==> src/verilog/serial_ctl_defines.vh <==
/*
  Constants for the serial port low control register block: register
  offsets, field positions, reset values and bus encodings.
  Assumes inclusion by bare name from the design files under verilog/.
*/
`ifndef SERIAL_CTL_DEFINES_VH
`define SERIAL_CTL_DEFINES_VH

// Register byte addresses (word aligned)
`define ADDR_CONTROL_LOW      4'h0
`define ADDR_STATUS_EVENTS    4'h4
`define ADDR_OWN_ADDRESS      4'h8

// Field positions in the low control register
`define BIT_MODULE_ON         15
`define BIT_UNUSED_14         14
`define BIT_HALT_IN_IDLE      13
`define BIT_CLOCK_RELEASE     12
`define BIT_RESERVED_ENFORCE  11
`define BIT_TEN_BIT_ADDR      10
`define BIT_SLEW_OFF          9
`define BIT_SMBUS_LEVELS      8
`define BIT_GENERAL_CALL      7
`define BIT_STRETCH_ENABLE    6
`define BIT_ACK_VALUE         5
`define BIT_ACK_SEQ_GO        4
`define BIT_RECEIVE_GO        3
`define BIT_STOP_GO           2
`define BIT_RESTART_GO        1
`define BIT_START_GO          0

// Reset value: only the clock release bit comes up set
`define CONTROL_LOW_RESET     16'h1000
// Mask of bits software can store (bit 14 is unimplemented)
`define CONTROL_LOW_WMASK     16'hbfff
// Mask of the five self-clearing request bits
`define REQUEST_MASK          5'h1f

// Own address widths
`define OWN_ADDR_WIDTH        10

// AHB-Lite encodings
`define HTRANS_IDLE           2'b00
`define HTRANS_NONSEQ         2'b10
`define HSIZE_WORD            3'b010

`endif

==> src/verilog/bus_clock_hold.v <==
/*
  Clock hold stage for the slave clock line. Decides when the port pulls
  the bus clock low to stretch it, from the release bit and the stretch
  mode. Assumes the bus clock level input is already synchronous.
*/
`timescale 1ns/1ps
`default_nettype none

module bus_clock_hold
(
  input  wire i_clk,          // Core clock
  input  wire i_arst_n,       // Async reset, active low
  input  wire i_active,       // Port on and not halted
  input  wire i_release,      // Stored clock release bit
  input  wire i_stretch_en,   // Stretch mode select
  input  wire i_scl_level,    // Sampled bus clock level
  output reg  o_hold_low      // Pull clock line low
);

  // Hold state update
  always @(posedge i_clk or negedge i_arst_n)
  begin
    if (!i_arst_n)
      o_hold_low <= 1'b0;
    else if (!i_active || i_release)
      o_hold_low <= 1'b0;                       // Release clock
    else if (!i_stretch_en)
      o_hold_low <= 1'b1;                       // Force low at once
    else if (!i_scl_level)
      o_hold_low <= 1'b1;                       // Wait for a low phase
    // Otherwise keep the current state until the line goes low
  end

endmodule // bus_clock_hold

`default_nettype wire

==> src/verilog/serial_port_control_low.v <==
/*
  Low control register of a two-wire serial port, reached over AHB-Lite,
  with pin ownership, idle halt, clock release and stretch, reserved
  address policy and self-clearing bus request bits.
  Assumes the shift and sequencing logic sits outside and reports its
  events as one-cycle pulses synchronous to the core clock.
*/
// Behaviour
// - Module-on bit gives the port the pins
// - Halt-in-idle stops the port in idle
// - Clock release forced high on reset, off
// - Without stretch, release bit drives clock directly
// - With stretch, hold starts at clock low
// - Release cleared at slave transmit start, receive end
// - Without stretch, clear only at transmit start
// - Enforced: reserved addresses get not-acknowledge
// - Not enforced: matching reserved address acknowledged
// - Ten-bit select picks own address width
// - Request bits reset low, hardware clears them
// - Unimplemented bit reads zero, ignores writes
`timescale 1ns/1ps
`default_nettype none
`include "serial_ctl_defines.vh"

module serial_port_control_low
(
  input  wire        I_CORE_CLK,        // Core clock, 200 MHz
  input  wire        I_ARST_N,          // Async reset, active low
  // AHB-Lite slave
  input  wire        I_HSEL,            // Slave select
  input  wire [31:0] I_HADDR,           // Address
  input  wire [1:0]  I_HTRANS,          // Transfer type
  input  wire        I_HWRITE,          // Write strobe
  input  wire [2:0]  I_HSIZE,           // Transfer size
  input  wire [31:0] I_HWDATA,          // Write data
  input  wire        I_HREADY,          // Bus ready
  output reg  [31:0] O_HRDATA,          // Read data
  output reg         O_HREADYOUT,       // Slave ready
  output reg         O_HRESP,           // Always OKAY
  // Device and bus state
  input  wire        i_idle_mode,       // Device in idle mode
  input  wire        i_scl_in,          // Sampled bus clock level
  input  wire        i_sda_in,          // Sampled bus data level
  // Events from the sequencing logic
  input  wire        i_slave_tx_start,  // Slave transmission begins
  input  wire        i_slave_rx_end,    // Slave reception ends
  input  wire        i_addr_valid,      // Received address byte valid
  input  wire [7:0]  i_addr_byte,       // Received address byte
  input  wire [4:0]  i_request_done,    // Request complete, per bit
  // Pin control
  output reg         O_PIN_OWN,         // Port owns data and clock pins
  output reg         O_PORT_RUN,        // Port logic running
  output reg         O_SCL_OUT,         // Clock pin output value
  output reg         O_SCL_OE,          // Clock pin drive enable
  output reg         O_ADDR_ACK,        // Acknowledge received address
  output reg         O_ADDR_NACK,       // Refuse received address
  // Plain control bits to the sequencer
  output reg  [15:0] O_CONTROL          // Current control register
);

  // Address phase capture
  reg        wr_pend_ff;               // Write data phase pending
  reg        rd_pend_ff;               // Read data phase pending
  reg  [3:0] addr_ff;                  // Latched word address
  reg [15:0] ctl_ff;                   // Control register
  reg [15:0] nxt_ctl;                  // Next control value
  reg  [9:0] own_addr_ff;              // Own slave address
  reg  [1:0] events_ff;                // Sticky seen-event bits
  reg  [1:0] nxt_events;               // Next event bits
  reg        scl_d1_ff;                // Clock line sample
  wire       hold_low;                 // Clock stretch request
  wire       active;                   // Port on and not halted
  wire       addr_phase;               // Valid address phase
  wire       reserved_hit;             // Address in reserved space
  wire       own_match;                // Address matches our own
  wire [6:0] addr7;                    // Seven-bit part of address

  assign addr_phase = I_HSEL && I_HREADY && (I_HTRANS == `HTRANS_NONSEQ);

  // Port runs only when on and not halted by idle
  assign active = ctl_ff[`BIT_MODULE_ON] &&
                  !(ctl_ff[`BIT_HALT_IN_IDLE] && i_idle_mode);

  // Reserved space: 0000xxx and 1111xxx
  assign addr7        = i_addr_byte[7:1];
  assign reserved_hit = (addr7[6:3] == 4'h0) || (addr7[6:3] == 4'hf);

  // Ten-bit first byte is 11110 plus address bits 9:8
  assign own_match = ctl_ff[`BIT_TEN_BIT_ADDR] ?
                     (i_addr_byte[7:1] == {5'h1e, own_addr_ff[9:8]}) :
                     (addr7 == own_addr_ff[6:0]);

  // Bus handshake; every access completes with no wait state
  always @(posedge I_CORE_CLK or negedge I_ARST_N)
  begin
    if (!I_ARST_N)
    begin
      wr_pend_ff  <= 1'b0;
      rd_pend_ff  <= 1'b0;
      addr_ff     <= 4'h0;
      O_HREADYOUT <= 1'b1;
      O_HRESP     <= 1'b0;
    end
    else
    begin
      wr_pend_ff  <= addr_phase && I_HWRITE;
      rd_pend_ff  <= addr_phase && !I_HWRITE;
      O_HREADYOUT <= 1'b1;
      O_HRESP     <= 1'b0;
      if (addr_phase)
        addr_ff <= I_HADDR[3:0];
    end
  end

  // Control register next value
  always @*
  begin
    nxt_ctl = ctl_ff;
    // Software write; bit 14 never stored
    if (wr_pend_ff && (addr_ff == `ADDR_CONTROL_LOW))
      nxt_ctl = I_HWDATA[15:0] & `CONTROL_LOW_WMASK;
    // Hardware clears requests as actions complete
    nxt_ctl[4:0] = nxt_ctl[4:0] & ~(i_request_done & `REQUEST_MASK);
    // Automatic release clearing by slave events
    if (i_slave_tx_start)
      nxt_ctl[`BIT_CLOCK_RELEASE] = 1'b0;
    else if (i_slave_rx_end && ctl_ff[`BIT_STRETCH_ENABLE])
      nxt_ctl[`BIT_CLOCK_RELEASE] = 1'b0;
    // Port off forces release high, overriding everything
    if (!nxt_ctl[`BIT_MODULE_ON])
      nxt_ctl[`BIT_CLOCK_RELEASE] = 1'b1;
    nxt_ctl[`BIT_UNUSED_14] = 1'b0;
  end

  // Control register
  always @(posedge I_CORE_CLK or negedge I_ARST_N)
  begin
    if (!I_ARST_N)
      ctl_ff <= `CONTROL_LOW_RESET;
    else
      ctl_ff <= nxt_ctl;
  end

  // Own address register
  always @(posedge I_CORE_CLK or negedge I_ARST_N)
  begin
    if (!I_ARST_N)
      own_addr_ff <= 10'h000;
    else if (wr_pend_ff && (addr_ff == `ADDR_OWN_ADDRESS))
      own_addr_ff <= I_HWDATA[9:0];
  end

  // Sticky event record: set wins over a write-one clear
  always @*
  begin
    nxt_events = events_ff;
    if (wr_pend_ff && (addr_ff == `ADDR_STATUS_EVENTS))
      nxt_events = events_ff & ~I_HWDATA[1:0];
    if (i_slave_tx_start)
      nxt_events[0] = 1'b1;
    if (i_slave_rx_end)
      nxt_events[1] = 1'b1;
  end

  always @(posedge I_CORE_CLK or negedge I_ARST_N)
  begin
    if (!I_ARST_N)
      events_ff <= 2'b00;
    else
      events_ff <= nxt_events;
  end

  // Read data, decoded from I_HADDR in the address phase
  always @(posedge I_CORE_CLK or negedge I_ARST_N)
  begin
    if (!I_ARST_N)
      O_HRDATA <= 32'h0000_0000;
    else if (addr_phase && !I_HWRITE)
    begin
      if (I_HADDR[3:0] == `ADDR_CONTROL_LOW)
        O_HRDATA <= {16'h0000, nxt_ctl};
      else if (I_HADDR[3:0] == `ADDR_STATUS_EVENTS)
        O_HRDATA <= {27'h0, i_sda_in, scl_d1_ff, hold_low, nxt_events};
      else if (I_HADDR[3:0] == `ADDR_OWN_ADDRESS)
        O_HRDATA <= {22'h0, own_addr_ff};
      else
        O_HRDATA <= 32'h0000_0000;  // Unmapped reads zero
    end
  end

  // Clock level sample for status
  always @(posedge I_CORE_CLK or negedge I_ARST_N)
  begin
    if (!I_ARST_N)
      scl_d1_ff <= 1'b1;
    else
      scl_d1_ff <= i_scl_in;
  end

  // Clock stretch stage
  bus_clock_hold u_hold
  (
    .i_clk        (I_CORE_CLK),
    .i_arst_n     (I_ARST_N),
    .i_active     (active),
    .i_release    (ctl_ff[`BIT_CLOCK_RELEASE]),
    .i_stretch_en (ctl_ff[`BIT_STRETCH_ENABLE]),
    .i_scl_level  (i_scl_in),
    .o_hold_low   (hold_low)
  );

  // Pin and address decision outputs, all registered
  always @(posedge I_CORE_CLK or negedge I_ARST_N)
  begin
    if (!I_ARST_N)
    begin
      O_PIN_OWN   <= 1'b0;
      O_PORT_RUN  <= 1'b0;
      O_SCL_OUT   <= 1'b0;
      O_SCL_OE    <= 1'b0;
      O_ADDR_ACK  <= 1'b0;
      O_ADDR_NACK <= 1'b0;
      O_CONTROL   <= `CONTROL_LOW_RESET;
    end
    else
    begin
      O_PIN_OWN   <= ctl_ff[`BIT_MODULE_ON];
      O_PORT_RUN  <= active;
      O_SCL_OUT   <= 1'b0;                                     // Open drain: low only
      O_SCL_OE    <= hold_low && ctl_ff[`BIT_MODULE_ON];
      O_CONTROL   <= ctl_ff;
      // Reserved policy; a reserved address only answers if it matches
      if (i_addr_valid && active)
      begin
        if (reserved_hit && ctl_ff[`BIT_RESERVED_ENFORCE])
        begin
          O_ADDR_ACK  <= 1'b0;
          O_ADDR_NACK <= 1'b1;
        end
        else
        begin
          O_ADDR_ACK  <= own_match;
          O_ADDR_NACK <= !own_match;
        end
      end
      else
      begin
        O_ADDR_ACK  <= 1'b0;
        O_ADDR_NACK <= 1'b0;
      end
    end
  end

endmodule // serial_port_control_low

`default_nettype wire

==> config.mk <==
export PLATFORM = sky130hd
export DESIGN_NAME = serial_port_control_low
export DESIGN_NICKNAME = d
export VERILOG_FILES = /design/src/verilog/bus_clock_hold.v /design/src/verilog/serial_port_control_low.v
export VERILOG_INCLUDE_DIRS = /design/src /design/src/verilog
export SDC_FILE = /design/constraint.sdc
export NUM_CORES = 1
export LEC_CHECK = 0
export BUFFER_PORTS_ARGS = -buffer_cell sky130_fd_sc_hd__buf_4
export CORE_UTILIZATION = 42
export CTS_CLUSTER_SIZE = 25
export DETAILED_ROUTE_END_ITERATION = 16
export GPL_TIMING_DRIVEN = 0
export PLACE_DENSITY = 0.76
export SETUP_SLACK_MARGIN = 0.5
export SYNTH_ARGS = -nofsm -noshare
export SYNTH_HDL_FRONTEND = slang
export SYNTH_SLANG_ARGS = --single-unit
==> constraint.sdc <==
create_clock -name I_CORE_CLK -period 1.7 [get_ports I_CORE_CLK]
set_clock_uncertainty 0.15 [all_clocks]
set_input_delay 0.085 -clock I_CORE_CLK [delete_from_list [all_inputs] [get_ports I_CORE_CLK]]
set_output_delay 0.085 -clock I_CORE_CLK [all_outputs]
set_load 0.05 [all_outputs]
After elaboration in Yosys (flattened, before gate mapping). Cells that the tools add are included.

Equal/unequal tests: 9. Reduce and logical (&&, ||, !) cells: 22. Multiplexer cells: 18. Bitwise logic cells: 4.

Operator list (count): $mux 32 (1); $mux 10 (2); $mux 16 (1); $eq 7x7->1 (2); $logic_and 1x1->1 (13); $mux 1 (13); $eq 4x4->1 const B (3); $logic_not 4->1 (3); $eq 4x3->1 const B (2); $and 5x5->5 (1); $not 5->5 (1); $logic_not 1->1 (4); $ne 3x2->1 const B (1); $and 2x2->2 (1); $eq 2x2->1 const B (1); $logic_or 1x1->1 (2); $mux 2 (1); $not 2->2 (1).

Output and inout bits: 56. Bits in registers: 86. Logic and storage cells: 67.

Logic depth before layout (Yosys ltp). Gate-level depths: netlist of run 1.

Word-level depth: 7. Gate-level depth with buffers: 6.

Modules after synthesis. Synthesis of run 1 repeated with hierarchy kept, for this count alone.

Cell total of the unflattened synthesis: 250. Area total of the unflattened synthesis: 3017.9 um^2.

By module, submodules not included: serial_port_control_low (area each 2970.3 um^2, cells each 246, times used 1, sequential area each 1680.4 um^2); bus_clock_hold (area each 47.5 um^2, cells each 4, times used 1, sequential area each 25.0 um^2).

Worst setup path after synthesis of run 1. No wires, ideal clock.

Path kind: register to register. Start: reg addr_ff[2]. End: reg O_HRDATA[7]. Period minus slack after synthesis: 1843 ps. Cell stages (with the launch flop): 7. Arrival time: 1575 ps. Path slack: -143 ps. Path through: dfrtp_1 > nor4b_2 > and2b_1 > buf_4 > buf_6 > mux2_2 > a21bo_1.

Longest elaborated chain between the ends: 4.

Ends and longest elaborated chain: start: declaration (RTL line serial_port_control_low.v:64) `reg [3:0] addr_ff;`; start signal: assignment (RTL line serial_port_control_low.v:111) `addr_ff <= I_HADDR[3:0];`; $logic_not 4->1 (no source line); $logic_and 1x1->1 (RTL line serial_port_control_low.v:120) `` if (wr_pend_ff && (addr_ff == `ADDR_CONTROL_LOW)) ``; $mux 16 (RTL line serial_port_control_low.v:120); named net nxt_ctl[7] (RTL line serial_port_control_low.v:66) `reg [15:0] nxt_ctl;`; $mux 32 (RTL line serial_port_control_low.v:180) `` if (I_HADDR[3:0] == `ADDR_CONTROL_LOW) ``; end signal: assignment (RTL line serial_port_control_low.v:181) `O_HRDATA <= {16'h0000, nxt_ctl};`; end signal: assignment (RTL line serial_port_control_low.v:183) `O_HRDATA <= {27'h0, i_sda_in, scl_d1_ff, hold_low, nxt_events};`; end signal: assignment (RTL line serial_port_control_low.v:185) `O_HRDATA <= {22'h0, own_addr_ff};`; end: declaration (RTL line serial_port_control_low.v:37) `output reg [31:0] O_HRDATA,`.

The timed path passes the listed nets, and every way through them passes these cells. A chain may end at the register's enable or synchronous reset.

Worst setup path after layout of run 1.
Start: reg addr_ff[2]. End: reg O_HRDATA[6].

Same word-level chain as after synthesis.

==> results of run 1 <==
-- stage by stage --
stage / util, % / std cells / setup TNS (ns) / hold slack, ns / setup slack (ns)
4_1_cts: 64.06 / 496 / -3.180 / -0.1565 / -0.2388
6_report: 66.23 / 502 / -4.333 / -0.1983 / -0.2735
5_1_grt: 66.23 / 502 / -5.598 / -0.1933 / -0.3071
2_1_floorplan: - / 273 / -0.6444 / -0.3606 / -0.09876
3_5_place_dp: 55.71 / 446 / -3.382 / 0.06421 / -0.2650
3_3_place_gp: 55.71 / 446 / -2.970 / 0.06552 / -0.2643
-- Yosys cell counts, drive strengths merged (2+ instances only) --
cell type / instances / area [um^2]
dfrtp: 65 / 1627
buf: 27 / 201.4
mux2: 23 / 259.0
nand2: 14 / 52.55
nor2: 10 / 37.54
inv: 8 / 30.03
nand3: 8 / 40.04
nor2b: 8 / 50.05
a21oi: 7 / 35.03
and2: 6 / 37.54
a22o: 5 / 43.79
nor3: 5 / 36.29
a211o: 4 / 35.03
mux2i: 4 / 40.04
nand3b: 4 / 30.03
a21boi: 3 / 22.52
a21o: 3 / 22.52
a221oi: 3 / 38.79
a32oi: 3 / 26.28
clkbuf: 3 / 11.26
dfstp: 3 / 78.83
nand4b: 3 / 41.29
o21a: 3 / 22.52
o22ai: 3 / 18.77
or3b: 3 / 26.28
xnor2: 3 / 26.28
conb: 2 / 7.510
nor4b: 2 / 23.77
o21ai: 2 / 10.01
o41ai: 2 / 17.52
xor2: 2 / 17.52
-- cell usage in the layout (no fill, tap or decap), types with 5 or more instances in the layout --
cell type                       netlist  routed
sky130_fd_sc_hd__clkbuf_8             0       9
sky130_fd_sc_hd__a21oi_1              7       7
sky130_fd_sc_hd__mux2_2              23      17
sky130_fd_sc_hd__nand3_1              8       8
sky130_fd_sc_hd__inv_1                8       8
sky130_fd_sc_hd__dlygate4sd3_1        0      28
sky130_fd_sc_hd__mux2_4               0       6
sky130_fd_sc_hd__and2_1               6       6
sky130_fd_sc_hd__buf_4               24     102
sky130_fd_sc_hd__nand2_1             14      13
sky130_fd_sc_hd__a22o_1               5       5
sky130_fd_sc_hd__conb_1               2      21
sky130_fd_sc_hd__nor2_1              10      10
sky130_fd_sc_hd__nor2b_1              8       8
sky130_fd_sc_hd__dfrtp_1             65      64
sky130_fd_sc_hd__clkbuf_1             3       5
-- worst max path at each step --
stage / to / cells past startpoint
after detailed placement: O_HRDATA[7] / 6
final: O_HRDATA[6] / 5
after global placement: O_HRDATA[7] / 6
after CTS: O_HRDATA[7] / 6
after global routing: O_HRDATA[7] / 6
after floorplan: O_HRDATA[7] / 6
-- layout make-up --
| class | instances | area, um^2 |
|---|---|---|
| Buffer | 30 | 232.7 |
| Clock buffer | 11 | 131.4 |
| Clock inverter | 5 | 52.55 |
| Fill cell | 535 | 2332 |
| Inverter | 8 | 30.03 |
| Multi-Input combinational cell | 168 | 1304 |
| Sequential cell | 68 | 1707 |
| Tap cell | 96 | 120.1 |
| Timing Repair Buffer | 116 | 997.2 |
-- registers in the layout, summed over array words and instances, names as in the netlist --
name	flops
O_SCL_OE	1
O_HRDATA	15
wr_pend_ff	1
O_ADDR_ACK	1
scl_d1_ff	1
O_ADDR_NACK	1
own_addr_ff	10
ctl_ff	15
addr_ff	4
O_PORT_RUN	1
O_CONTROL	15
events_ff	2
u_hold.o_hold_low	1
-- per-layer routing --
metal	vias up	track usage, %	wire length (um)
li1	1146	-	-
met1	1185	26.88	3285
met2	99	33.45	3716
met3	19	5.118	454
met4	0	11.03	221
met5	-	0	0
-- repair_timing --
action | 4_1_cts | 5_1_grt
gates resized for setup | 18 | 18
endpoints found under the hold margin | 112 | 3
gates cloned | 2 | 1
pin swaps | 4 | 9
setup endpoints to repair | 46 | 113
setup buffers | 4 | 5
-- power groups by stage --
stage	combinational [uW]	sequential (uW)	clock, uW
final	1130	1920	1270
after global routing	1200	1940	1360
after CTS	1110	1910	1300
after detailed placement	1020	1930	0
after global placement	1000	1920	0
after floorplan	399	2200	0
-- kinds of logic (layout without fill, tap and decap cells) --
| kind of cell | count (synthesis) | after routing | share of synthesized area [%] |
|---|---|---|---|
| AND/OR/NAND/NOR | 72 | 73 | 14.42 |
| XOR/XNOR | 5 | 5 | 1.429 |
| other | 2 | 21 | 0.2451 |
| multiplexers | 27 | 27 | 9.759 |
| AO/OA/AOI/OAI | 42 | 42 | 10.58 |
| flip-flops | 68 | 68 | 55.66 |
| buffers and inverters | 38 | 170 | 7.922 |
==> flow_metrics.py, run 1 <==
metrics = {
    "synth": {
        "synth.yosys.seq_area_share_pct": 55.66,
        "synth_enable_flop_cells": 0,
        "synth-async-reset-ratio_pct": 100.0,
        "synth-warning-count": 0,
        "mappedNetlistArea_um2": 3064,
        "post_synth_inst_count": 254,
        "netlist-cell-type-count": 50,
        "synth-main-ff-cell": "sky130_fd_sc_hd__dfrtp_1",
        "yosys_register_bits": 68,
        "avgSynthCellArea_um2": 12.06,
    },
    "floorplanning": {
        "core.rowCount": 30,
        "design.portCount": 149,
        "standard_cell_core_area_um2": 6907,
        "design.die.area_um2": 7641,
        "chipHeight_um": 87.42,
        "floorplan.initialDensity_pct": 44.37,
        "chipWidth_um": 87.42,
    },
    "worst_setup_path": {
        "worst_reg_to_reg_path_cell_count": 5,
        "end_kind": "flip-flop",
        "crit_start": "addr_ff[2]",
        "cp-start-kind": "flip-flop",
        "regToRegStartpoint": "addr_ff[2]",
        "required_ns": 1.78,
        "largest_stage_delay_on_the_critical_path_ns": 0.42,
        "timing.critical_path.buf_inv": 1,
        "timing_worst_setup_path_type": "reg2reg",
        "worstPathMaxFanout": 6,
        "critPathArrivalTime_ns": 2.06,
        "timing.critical_path.cells": "nor4b_4 -> and2b_2 -> buf_8 -> mux2_2 -> a211o_1",
        "worst-r2r-setup-slack_ns": -0.27,
        "cp_slowest_cell": "sky130_fd_sc_hd__dfrtp_1",
        "cell_type_group_with_the_largest_total_delay_on_the_critical_path": "simple AND/OR/NAND/NOR gates",
        "r2r_end": "O_HRDATA[6]",
    },
    "sta": {
        "fin_ws_ns": -0.2735,
        "tightest_slew_ns": 0.6294,
        "max_clock_freq_mhz": 506.7,
        "final-max-slew-violation-count": 0,
        "final.hold.worst_slack_ns": -0.1983,
        "relSlewSlack_pct": 57.88,
        "share_of_the_clock_period_used_by_the_worst_path_after_layout_pct": 116.1,
        "fin_crit_ns": 1.973,
        "number_of_hold_violations_in_the_final_report": 3,
        "rsz0062_at_grt": "true",
        "finalSetupViolations": 30,
    },
    "worst_hold_path": {
        "whs_endpoint": "O_PORT_RUN",
        "min_path_type": "in2reg",
        "hp-start": "i_idle_mode",
        "hold_path_depth": 2,
    },
    "global_route": {
        "grt_antenna_before_repair": 0,
        "global_route_wire_length_before_repair_mm": 11.89,
        "grt_overflow": 0,
        "first_global_vias": 2433,
        "grt_resource_usage_total_pct": 21.13,
        "maximum_number_of_pins_on_one_net_before_global_route_repair": 69,
    },
    "clocking": {
        "ctsHoldBuffers": 28,
        "cts.reportedPaths.clkPinSlew_ns": 0.07,
        "cts_tree": "done",
        "cts-root-to-sink-buffers": 2,
        "numClockSinks": 68,
        "clk_latency_ns": 0.35,
        "clk_root_buffer_cell": "sky130_fd_sc_hd__clkbuf_8",
        "cts_max_level": 3,
        "tritoncts.num_buffers": 9,
    },
    "layout": {
        "final_design_area_no_fill_um2": 4574,
        "final_layout_size_suffix_gt1_share_pct": 42.36,
        "layout.nets": 494,
        "num_antenna_cells": 0,
        "syn_to_final_growth_pct": 49.29,
    },
    "power": {
        "report.power.total_uw": 4322,
        "total_leakage_power_uw": 0.002292,
        "clock_power_share_pct": 29.4,
        "sw_frac_of_total_pct": 32.69,
        "seqPwrFrac_pct": 44.4,
        "comb_power_share_pct": 26.2,
        "p_int_uw": 2909,
        "switching_power_total_uw": 1413,
        "max-vdd-ir-drop_mv": 0.4010,
        "power.density_nw_per_um2": 944.8,
    },
    "place": {
        "routabilityCongestion": 0.8254,
        "placement.cell_area_um2": 3847,
        "place.port_buffers": 77,
        "dpl.hpwl_mm": 5.023,
    },
    "run": {
        "max_cap_check_violation_count": 0,
    },
    "drt": {
        "finalWirelength_mm": 7.677,
        "detail_route.drc_violations": 0,
        "vias": 2449,
        "drtIter0Drc": 124,
        "via_count_normalized_by_instance_count": 4.878,
        "avg_wl_per_cell_um": 15.29,
        "drt_first_pass_iters": 4,
        "postRouteAntennaNets": 0,
    },
    "run_status": {
        "status": "complete, but fails checks",
        "failed_checks": "hold timing, setup timing",
    },
}
Note: power is estimated with default switching activity, not from simulation.
==> run 2, diff against run 1 <==
--- a/config.mk
+++ b/config.mk
@@ -7,6 +7,7 @@
 export NUM_CORES = 1
 export LEC_CHECK = 0
 export BUFFER_PORTS_ARGS = -buffer_cell sky130_fd_sc_hd__buf_4
+export CORE_MARGIN = 2
 export CORE_UTILIZATION = 42
 export CTS_CLUSTER_SIZE = 25
 export DETAILED_ROUTE_END_ITERATION = 16
==> run 2 against run 1 <==
Net effect:
- the flow still finishes with violations (hold timing, setup timing)
- sequential power is essentially flat
- non-clock buffer count grew 5
- combinational power increased by 6%
- power increased by 5.6%
- register-to-register slack hardly changed
- maximum frequency up 0.51%
- setup slack better by 0.010 ns
- sequential cell count unchanged
- clock-buffer cell count shrank 1
- critical path depth up 1
- critical endpoint is now O_HRDATA[7]
- largest cell class unchanged
==> flow_metrics.py, run 2 (synthesis results as in run 1) <==
metrics = {
    "sta": {
        "tightest_slew_ns": 0.6154,
        "fin_ws_ns": -0.2635,
        "rsz0062_at_grt": "true",
        "number_of_hold_violations_in_the_final_report": 3,
        "max_clock_freq_mhz": 509.3,
        "tns_ns": -5.279,
        "relSlewSlack_pct": 58.97,
        "finalSetupViolations": 37,
        "fin_crit_ns": 1.964,
        "share_of_the_clock_period_used_by_the_worst_path_after_layout_pct": 115.5,
        "final-max-slew-violation-count": 0,
        "final.hold.worst_slack_ns": -0.1855,
    },
    "place": {
        "routabilityCongestion": 0.8004,
        "place.port_buffers": 77,
        "dpl.hpwl_mm": 5.063,
        "placement.cell_area_um2": 3851,
    },
    "clocking": {
        "tritoncts.num_buffers": 9,
        "cts_max_level": 3,
        "cts-root-to-sink-buffers": 2,
        "cts_tree": "done",
        "ctsHoldBuffers": 29,
        "clk_root_buffer_cell": "sky130_fd_sc_hd__clkbuf_8",
        "clk_latency_ns": 0.35,
        "cts.reportedPaths.clkPinSlew_ns": 0.07,
        "numClockSinks": 68,
    },
    "floorplanning": {
        "chipHeight_um": 89.42,
        "design.portCount": 149,
        "core.rowCount": 31,
        "chipWidth_um": 89.42,
        "floorplan.initialDensity_pct": 42.70,
        "standard_cell_core_area_um2": 7176,
        "design.die.area_um2": 7995,
    },
    "layout": {
        "syn_to_final_growth_pct": 51.69,
        "final_layout_size_suffix_gt1_share_pct": 43.17,
        "largest_registers_ranked_by_flip_flop_count": "O_CONTROL x15, O_HRDATA x15, ctl_ff x15",
        "mostFrequentLayoutCells": "sky130_fd_sc_hd__buf_4 (96), sky130_fd_sc_hd__dfrtp_1 (65), sky130_fd_sc_hd__dlygate4sd3_1 (29)",
        "final_design_area_no_fill_um2": 4648,
        "postLayoutCoreUtil_pct": 64.78,
        "fillerInstances": 560,
        "num_antenna_cells": 0,
        "layout_commonest_cell": "sky130_fd_sc_hd__buf_4",
        "layout.nets": 498,
    },
    "global_route": {
        "grt_overflow": 0,
        "maximum_number_of_pins_on_one_net_before_global_route_repair": 69,
        "first_global_vias": 2439,
        "global_route_wire_length_before_repair_mm": 11.79,
        "grt_antenna_before_repair": 0,
        "grt_resource_usage_total_pct": 20.10,
    },
    "drt": {
        "postRouteAntennaNets": 0,
        "drt_first_pass_iters": 4,
        "vias": 2457,
        "detail_route.drc_violations": 0,
        "avg_wl_per_cell_um": 15.05,
        "via_count_normalized_by_instance_count": 4.827,
        "drtIter0Drc": 122,
        "finalWirelength_mm": 7.661,
    },
    "power": {
        "max-vdd-ir-drop_mv": 0.4928,
        "report.power.total_uw": 4562,
        "total_leakage_power_uw": 0.002317,
        "power.density_nw_per_um2": 981.4,
    },
    "worst_setup_path": {
        "largest_stage_delay_on_the_critical_path_ns": 0.42,
        "worstPathMaxFanout": 6,
        "critPathArrivalTime_ns": 2.05,
        "worst-r2r-setup-slack_ns": -0.26,
        "timing_worst_setup_path_type": "reg2reg",
        "timing.critical_path.cells": "nor4b_4 -> and2b_2 -> buf_8 -> buf_8 -> mux2_4 -> a21bo_1",
        "end_kind": "flip-flop",
        "cp_slowest_cell": "sky130_fd_sc_hd__dfrtp_1",
        "timing.critical_path.mode_cell": "sky130_fd_sc_hd__buf_8",
        "cp-start-kind": "flip-flop",
        "required_ns": 1.79,
    },
    "worst_hold_path": {
        "min_path_type": "in2reg",
    },
    "run_status": {
        "status": "complete, but fails checks",
        "failed_checks": "hold timing, setup timing",
    },
    "run": {
        "max_cap_check_violation_count": 0,
    },
}
[run 2: layout make-up]
class                   instances  area [um^2]  area share, %
clock buffers                  10        127.6          2.746
well taps                      99        123.9          2.665
multi-input cells             167         1262          27.16
inverters                       8        30.03         0.6460
clock inverters                 6        90.09          1.938
flip-flops and latches         68         1705          36.69
plain buffers                  30        230.2          4.953
repair buffers                121         1079          23.20
[run 2: worst paths after layout]
kind | from | end | depth (start not counted)
setup / recovery | addr_ff[1] | O_HRDATA[7] | 6
hold / removal | i_idle_mode | O_PORT_RUN | 2
setup reg to reg | addr_ff[1] | O_HRDATA[7] | 6
hold reg to reg | ctl_ff[4] | O_CONTROL[4] | 0
max in group asynchronous | I_ARST_N | O_ADDR_ACK | 2
min in group asynchronous | I_ARST_N | O_CONTROL[4] | 2
[run 2: per-stage QoR]
stage	worst slack, ns	hold slack [ns]	std cells
2_1_floorplan	-0.09876	-0.3606	273
3_3_place_gp	-0.2402	0.05810	449
3_5_place_dp	-0.2864	0.06165	449
4_1_cts	-0.2430	-0.1985	503
5_1_grt	-0.3121	-0.2049	509
6_report	-0.2635	-0.1855	509
[run 2: worst max-delay path: cells and delay by family, from the launching register on]
family	cells	cell delay, ns
compound gates	1	0.16
buf+inv	2	0.29
flops	1	0.42
mux	1	0.30
simple gates	2	0.54
[run 2: repair_timing]
action | 4_1_cts | 5_1_grt
resized for setup | 20 | 22
setup buffers | 7 | 6
pin swaps | 6 | 5
setup endpoints to repair | 47 | 122
cloned | 2 | 0
hold endpoints to repair | 112 | 3
[run 2: per-layer routing]
layer	vias up	global-route usage [%]	share of wire (%)	routed length, um
li1	1164	-	-	-
met1	1164	24.91	41	3154
met2	102	31.45	49	3754
met3	27	6.279	6.2	477
met4	0	10.72	3.6	274
met5	-	0	0	0
[run 2: power by group]
| group | total, uW | internal (uW) | switching [uW] |
|---|---|---|---|
| combinational | 1200 | 500 | 697 |
| clock | 1450 | 828 | 623 |
| sequential | 1910 | 1790 | 123 |
==> run 3, diff against run 2 <==
--- a/config.mk
+++ b/config.mk
@@ -6,13 +6,13 @@
 export SDC_FILE = /design/constraint.sdc
 export NUM_CORES = 1
 export LEC_CHECK = 0
-export BUFFER_PORTS_ARGS = -buffer_cell sky130_fd_sc_hd__buf_4
 export CORE_MARGIN = 2
-export CORE_UTILIZATION = 42
+export CORE_UTILIZATION = 43
 export CTS_CLUSTER_SIZE = 25
 export DETAILED_ROUTE_END_ITERATION = 16
+export DONT_BUFFER_PORTS = 1
 export GPL_TIMING_DRIVEN = 0
-export PLACE_DENSITY = 0.76
+export PLACE_DENSITY = 0.59
 export SETUP_SLACK_MARGIN = 0.5
 export SYNTH_ARGS = -nofsm -noshare
 export SYNTH_HDL_FRONTEND = slang
==> constraint.sdc (replaced) <==
create_clock -name I_CORE_CLK -period 1.63 [get_ports I_CORE_CLK]
set_clock_uncertainty 0.15 [all_clocks]
set_input_delay 0.0815 -clock I_CORE_CLK [delete_from_list [all_inputs] [get_ports I_CORE_CLK]]
set_output_delay 0.0815 -clock I_CORE_CLK [all_outputs]
set_load 0.05 [all_outputs]
==> run 3 against run 2 <==
Net effect:
- the flow still finishes with violations (hold timing, setup timing)
- combinational power down 44%
- clock-buffer cell count stayed put
- die area fell by 2.2%
- maximum frequency down 1.5%
- final cell count shrank 15%
- setup slack worse by 0.10 ns
- clock power decreased by 3%
- sequential cell count stayed put
- register-to-register slack lost 0.10 ns
- critical endpoint unchanged
- largest cell class unchanged
==> flow_metrics.py, run 3 (synthesis results as in run 1) <==
metrics = {
    "clocking": {
        "cts.reportedPaths.clkPinSlew_ns": 0.08,
        "clk_latency_ns": 0.34,
        "cts_tree": "done",
        "cts-root-to-sink-buffers": 2,
        "numClockSinks": 68,
        "tritoncts.num_buffers": 9,
        "cts_max_level": 3,
        "ctsHoldBuffers": 37,
        "clk_root_buffer_cell": "sky130_fd_sc_hd__clkbuf_8",
    },
    "worst_setup_path": {
        "timing.critical_path.buf_inv": 2,
        "critPathArrivalTime_ns": 2.08,
        "cp_slowest_cell": "sky130_fd_sc_hd__dfrtp_1",
        "end_kind": "flip-flop",
        "worstPathMaxFanout": 6,
        "required_ns": 1.71,
        "largest_stage_delay_on_the_critical_path_ns": 0.42,
        "timing.critical_path.mode_cell": "sky130_fd_sc_hd__buf_12",
        "cell_type_group_with_the_largest_total_delay_on_the_critical_path": "simple AND/OR/NAND/NOR gates",
        "timing.critical_path.cells": "nor4b_4 -> and2b_2 -> buf_12 -> buf_12 -> mux2_4 -> a21bo_1",
        "timing_worst_setup_path_type": "reg2reg",
        "regToRegStartpoint": "addr_ff[2]",
        "cp-start-kind": "flip-flop",
        "crit_start": "addr_ff[2]",
    },
    "layout": {
        "largest_registers_ranked_by_flip_flop_count": "O_CONTROL x15, O_HRDATA x15, ctl_ff x15",
        "layout_commonest_cell": "sky130_fd_sc_hd__dlygate4sd3_1",
        "final_layout_size_suffix_gt1_share_pct": 37.76,
        "postLayoutCoreUtil_pct": 61.01,
        "mostFrequentLayoutCells": "sky130_fd_sc_hd__dlygate4sd3_1 (36), sky130_fd_sc_hd__dfrtp_1 (34), sky130_fd_sc_hd__dfrtp_2 (31)",
        "final_design_area_no_fill_um2": 4168,
        "layout.nets": 427,
        "num_antenna_cells": 0,
        "syn_to_final_growth_pct": 36.01,
    },
    "run_status": {
        "failed_checks": "hold timing, setup timing",
        "status": "complete, but fails checks",
    },
    "power": {
        "max-vdd-ir-drop_mv": 0.7035,
        "comb_power_share_pct": 15.3,
        "seqPwrFrac_pct": 52.9,
        "power.density_nw_per_um2": 1055,
        "report.power.total_uw": 4398,
        "total_leakage_power_uw": 0.001908,
        "sw_frac_of_total_pct": 32.69,
        "p_int_uw": 2961,
        "clock_power_share_pct": 31.8,
        "switching_power_total_uw": 1438,
    },
    "global_route": {
        "global_route_wire_length_before_repair_mm": 11.78,
        "grt_overflow": 0,
        "maximum_number_of_pins_on_one_net_before_global_route_repair": 69,
        "grt_resource_usage_total_pct": 20.35,
        "first_global_vias": 2317,
        "grt_antenna_before_repair": 0,
    },
    "floorplanning": {
        "core.rowCount": 30,
        "floorplan.initialDensity_pct": 44.85,
        "design.die.area_um2": 7817,
        "chipHeight_um": 88.42,
        "chipWidth_um": 88.42,
        "standard_cell_core_area_um2": 6832,
        "design.portCount": 149,
    },
    "run": {
        "max_cap_check_violation_count": 0,
    },
    "drt": {
        "postRouteAntennaNets": 0,
        "avg_wl_per_cell_um": 17.15,
        "drt_first_pass_iters": 4,
        "via_count_normalized_by_instance_count": 5.032,
        "detail_route.drc_violations": 0,
        "drtIter0Drc": 97,
        "finalWirelength_mm": 7.459,
        "vias": 2189,
    },
    "sta": {
        "fin_ws_ns": -0.3643,
        "final.hold.worst_slack_ns": -0.7215,
        "number_of_hold_violations_in_the_final_report": 68,
        "final-max-slew-violation-count": 0,
        "relSlewSlack_pct": 55.57,
        "finalSetupViolations": 38,
        "rsz0062_at_grt": "true",
        "max_clock_freq_mhz": 501.4,
        "share_of_the_clock_period_used_by_the_worst_path_after_layout_pct": 122.4,
        "fin_crit_ns": 1.994,
        "tightest_slew_ns": 0.6640,
    },
    "place": {
        "routabilityCongestion": 0.8245,
        "dpl.hpwl_mm": 4.713,
        "place.port_buffers": 0,
        "placement.cell_area_um2": 3269,
    },
    "worst_hold_path": {
        "min_path_type": "in2async",
    },
}
## run 3: cell count changes in the layout (fill, tap and decap cells not counted), sizes merged
cell / before / now
nand2: 14 / 15
clkinvlp: 1 / 2
dlymetal6s4s: 0 / 1
buf: 119 / 39
dlygate4sd3: 29 / 36
bufinv: 2 / 1
## run 3: layer usage
metal | up-vias | wire [um] | global-route usage, %
met3 | 10 | 534 | 7.836
met5 | - | 0 | 0
li1 | 1020 | - | -
met4 | 0 | 114 | 5.923
met2 | 75 | 3597 | 32.81
met1 | 1084 | 3212 | 25.61
## run 3: what timing repair did
item | CTS | global route
pin swaps | 9 | 5
endpoints found under the hold margin | 119 | 68
cloned | 3 | 0
gates resized for setup | 59 | 16
endpoints found under the setup margin | 81 | 66
setup buffers | 7 | 3
## run 3: cell type report
cell class,count,area [um^2]
clock buffers,10,137.6
well taps,96,120.1
clock inverters,6,63.81
repair buffers,49,501.7
inverters,8,30.03
multi-input cells,168,1329
fillers,575,2664
plain buffers,30,241.5
flip-flops and latches,68,1744
## run 3: worst paths after layout
| kind | end | slack [ns] | cells after the start |
|---|---|---|---|
| worst min register to register | O_CONTROL[3] | 0.22 | 0 |
| max in group asynchronous | scl_d1_ff | 1.86 | 0 |
| worst max-delay path | O_HRDATA[7] | -0.36 | 6 |
| worst max register to register | O_HRDATA[7] | -0.36 | 6 |
| min in group I_CORE_CLK | O_HRDATA[1] | 0.02 | 3 |
| worst min-delay path | O_CONTROL[4] | -0.72 | 0 |
## run 3: metrics by stage
step	instances	setup slack, ns	setup TNS (ns)
2_1_floorplan	273	-0.1688	-1.645
3_3_place_gp	369	-0.3246	-5.376
3_5_place_dp	369	-0.3385	-5.841
4_1_cts	432	-0.3157	-6.139
5_1_grt	435	-0.3996	-8.856
6_report	435	-0.3643	-7.408
## run 3: power groups by stage
stage	Combinational (uW)	Clock (uW)	Sequential (uW)
after floorplan	416	0	2290
after global placement	454	0	2330
after detailed placement	463	0	2330
after CTS	617	1430	2340
after global routing	723	1510	2350
final	673	1400	2330
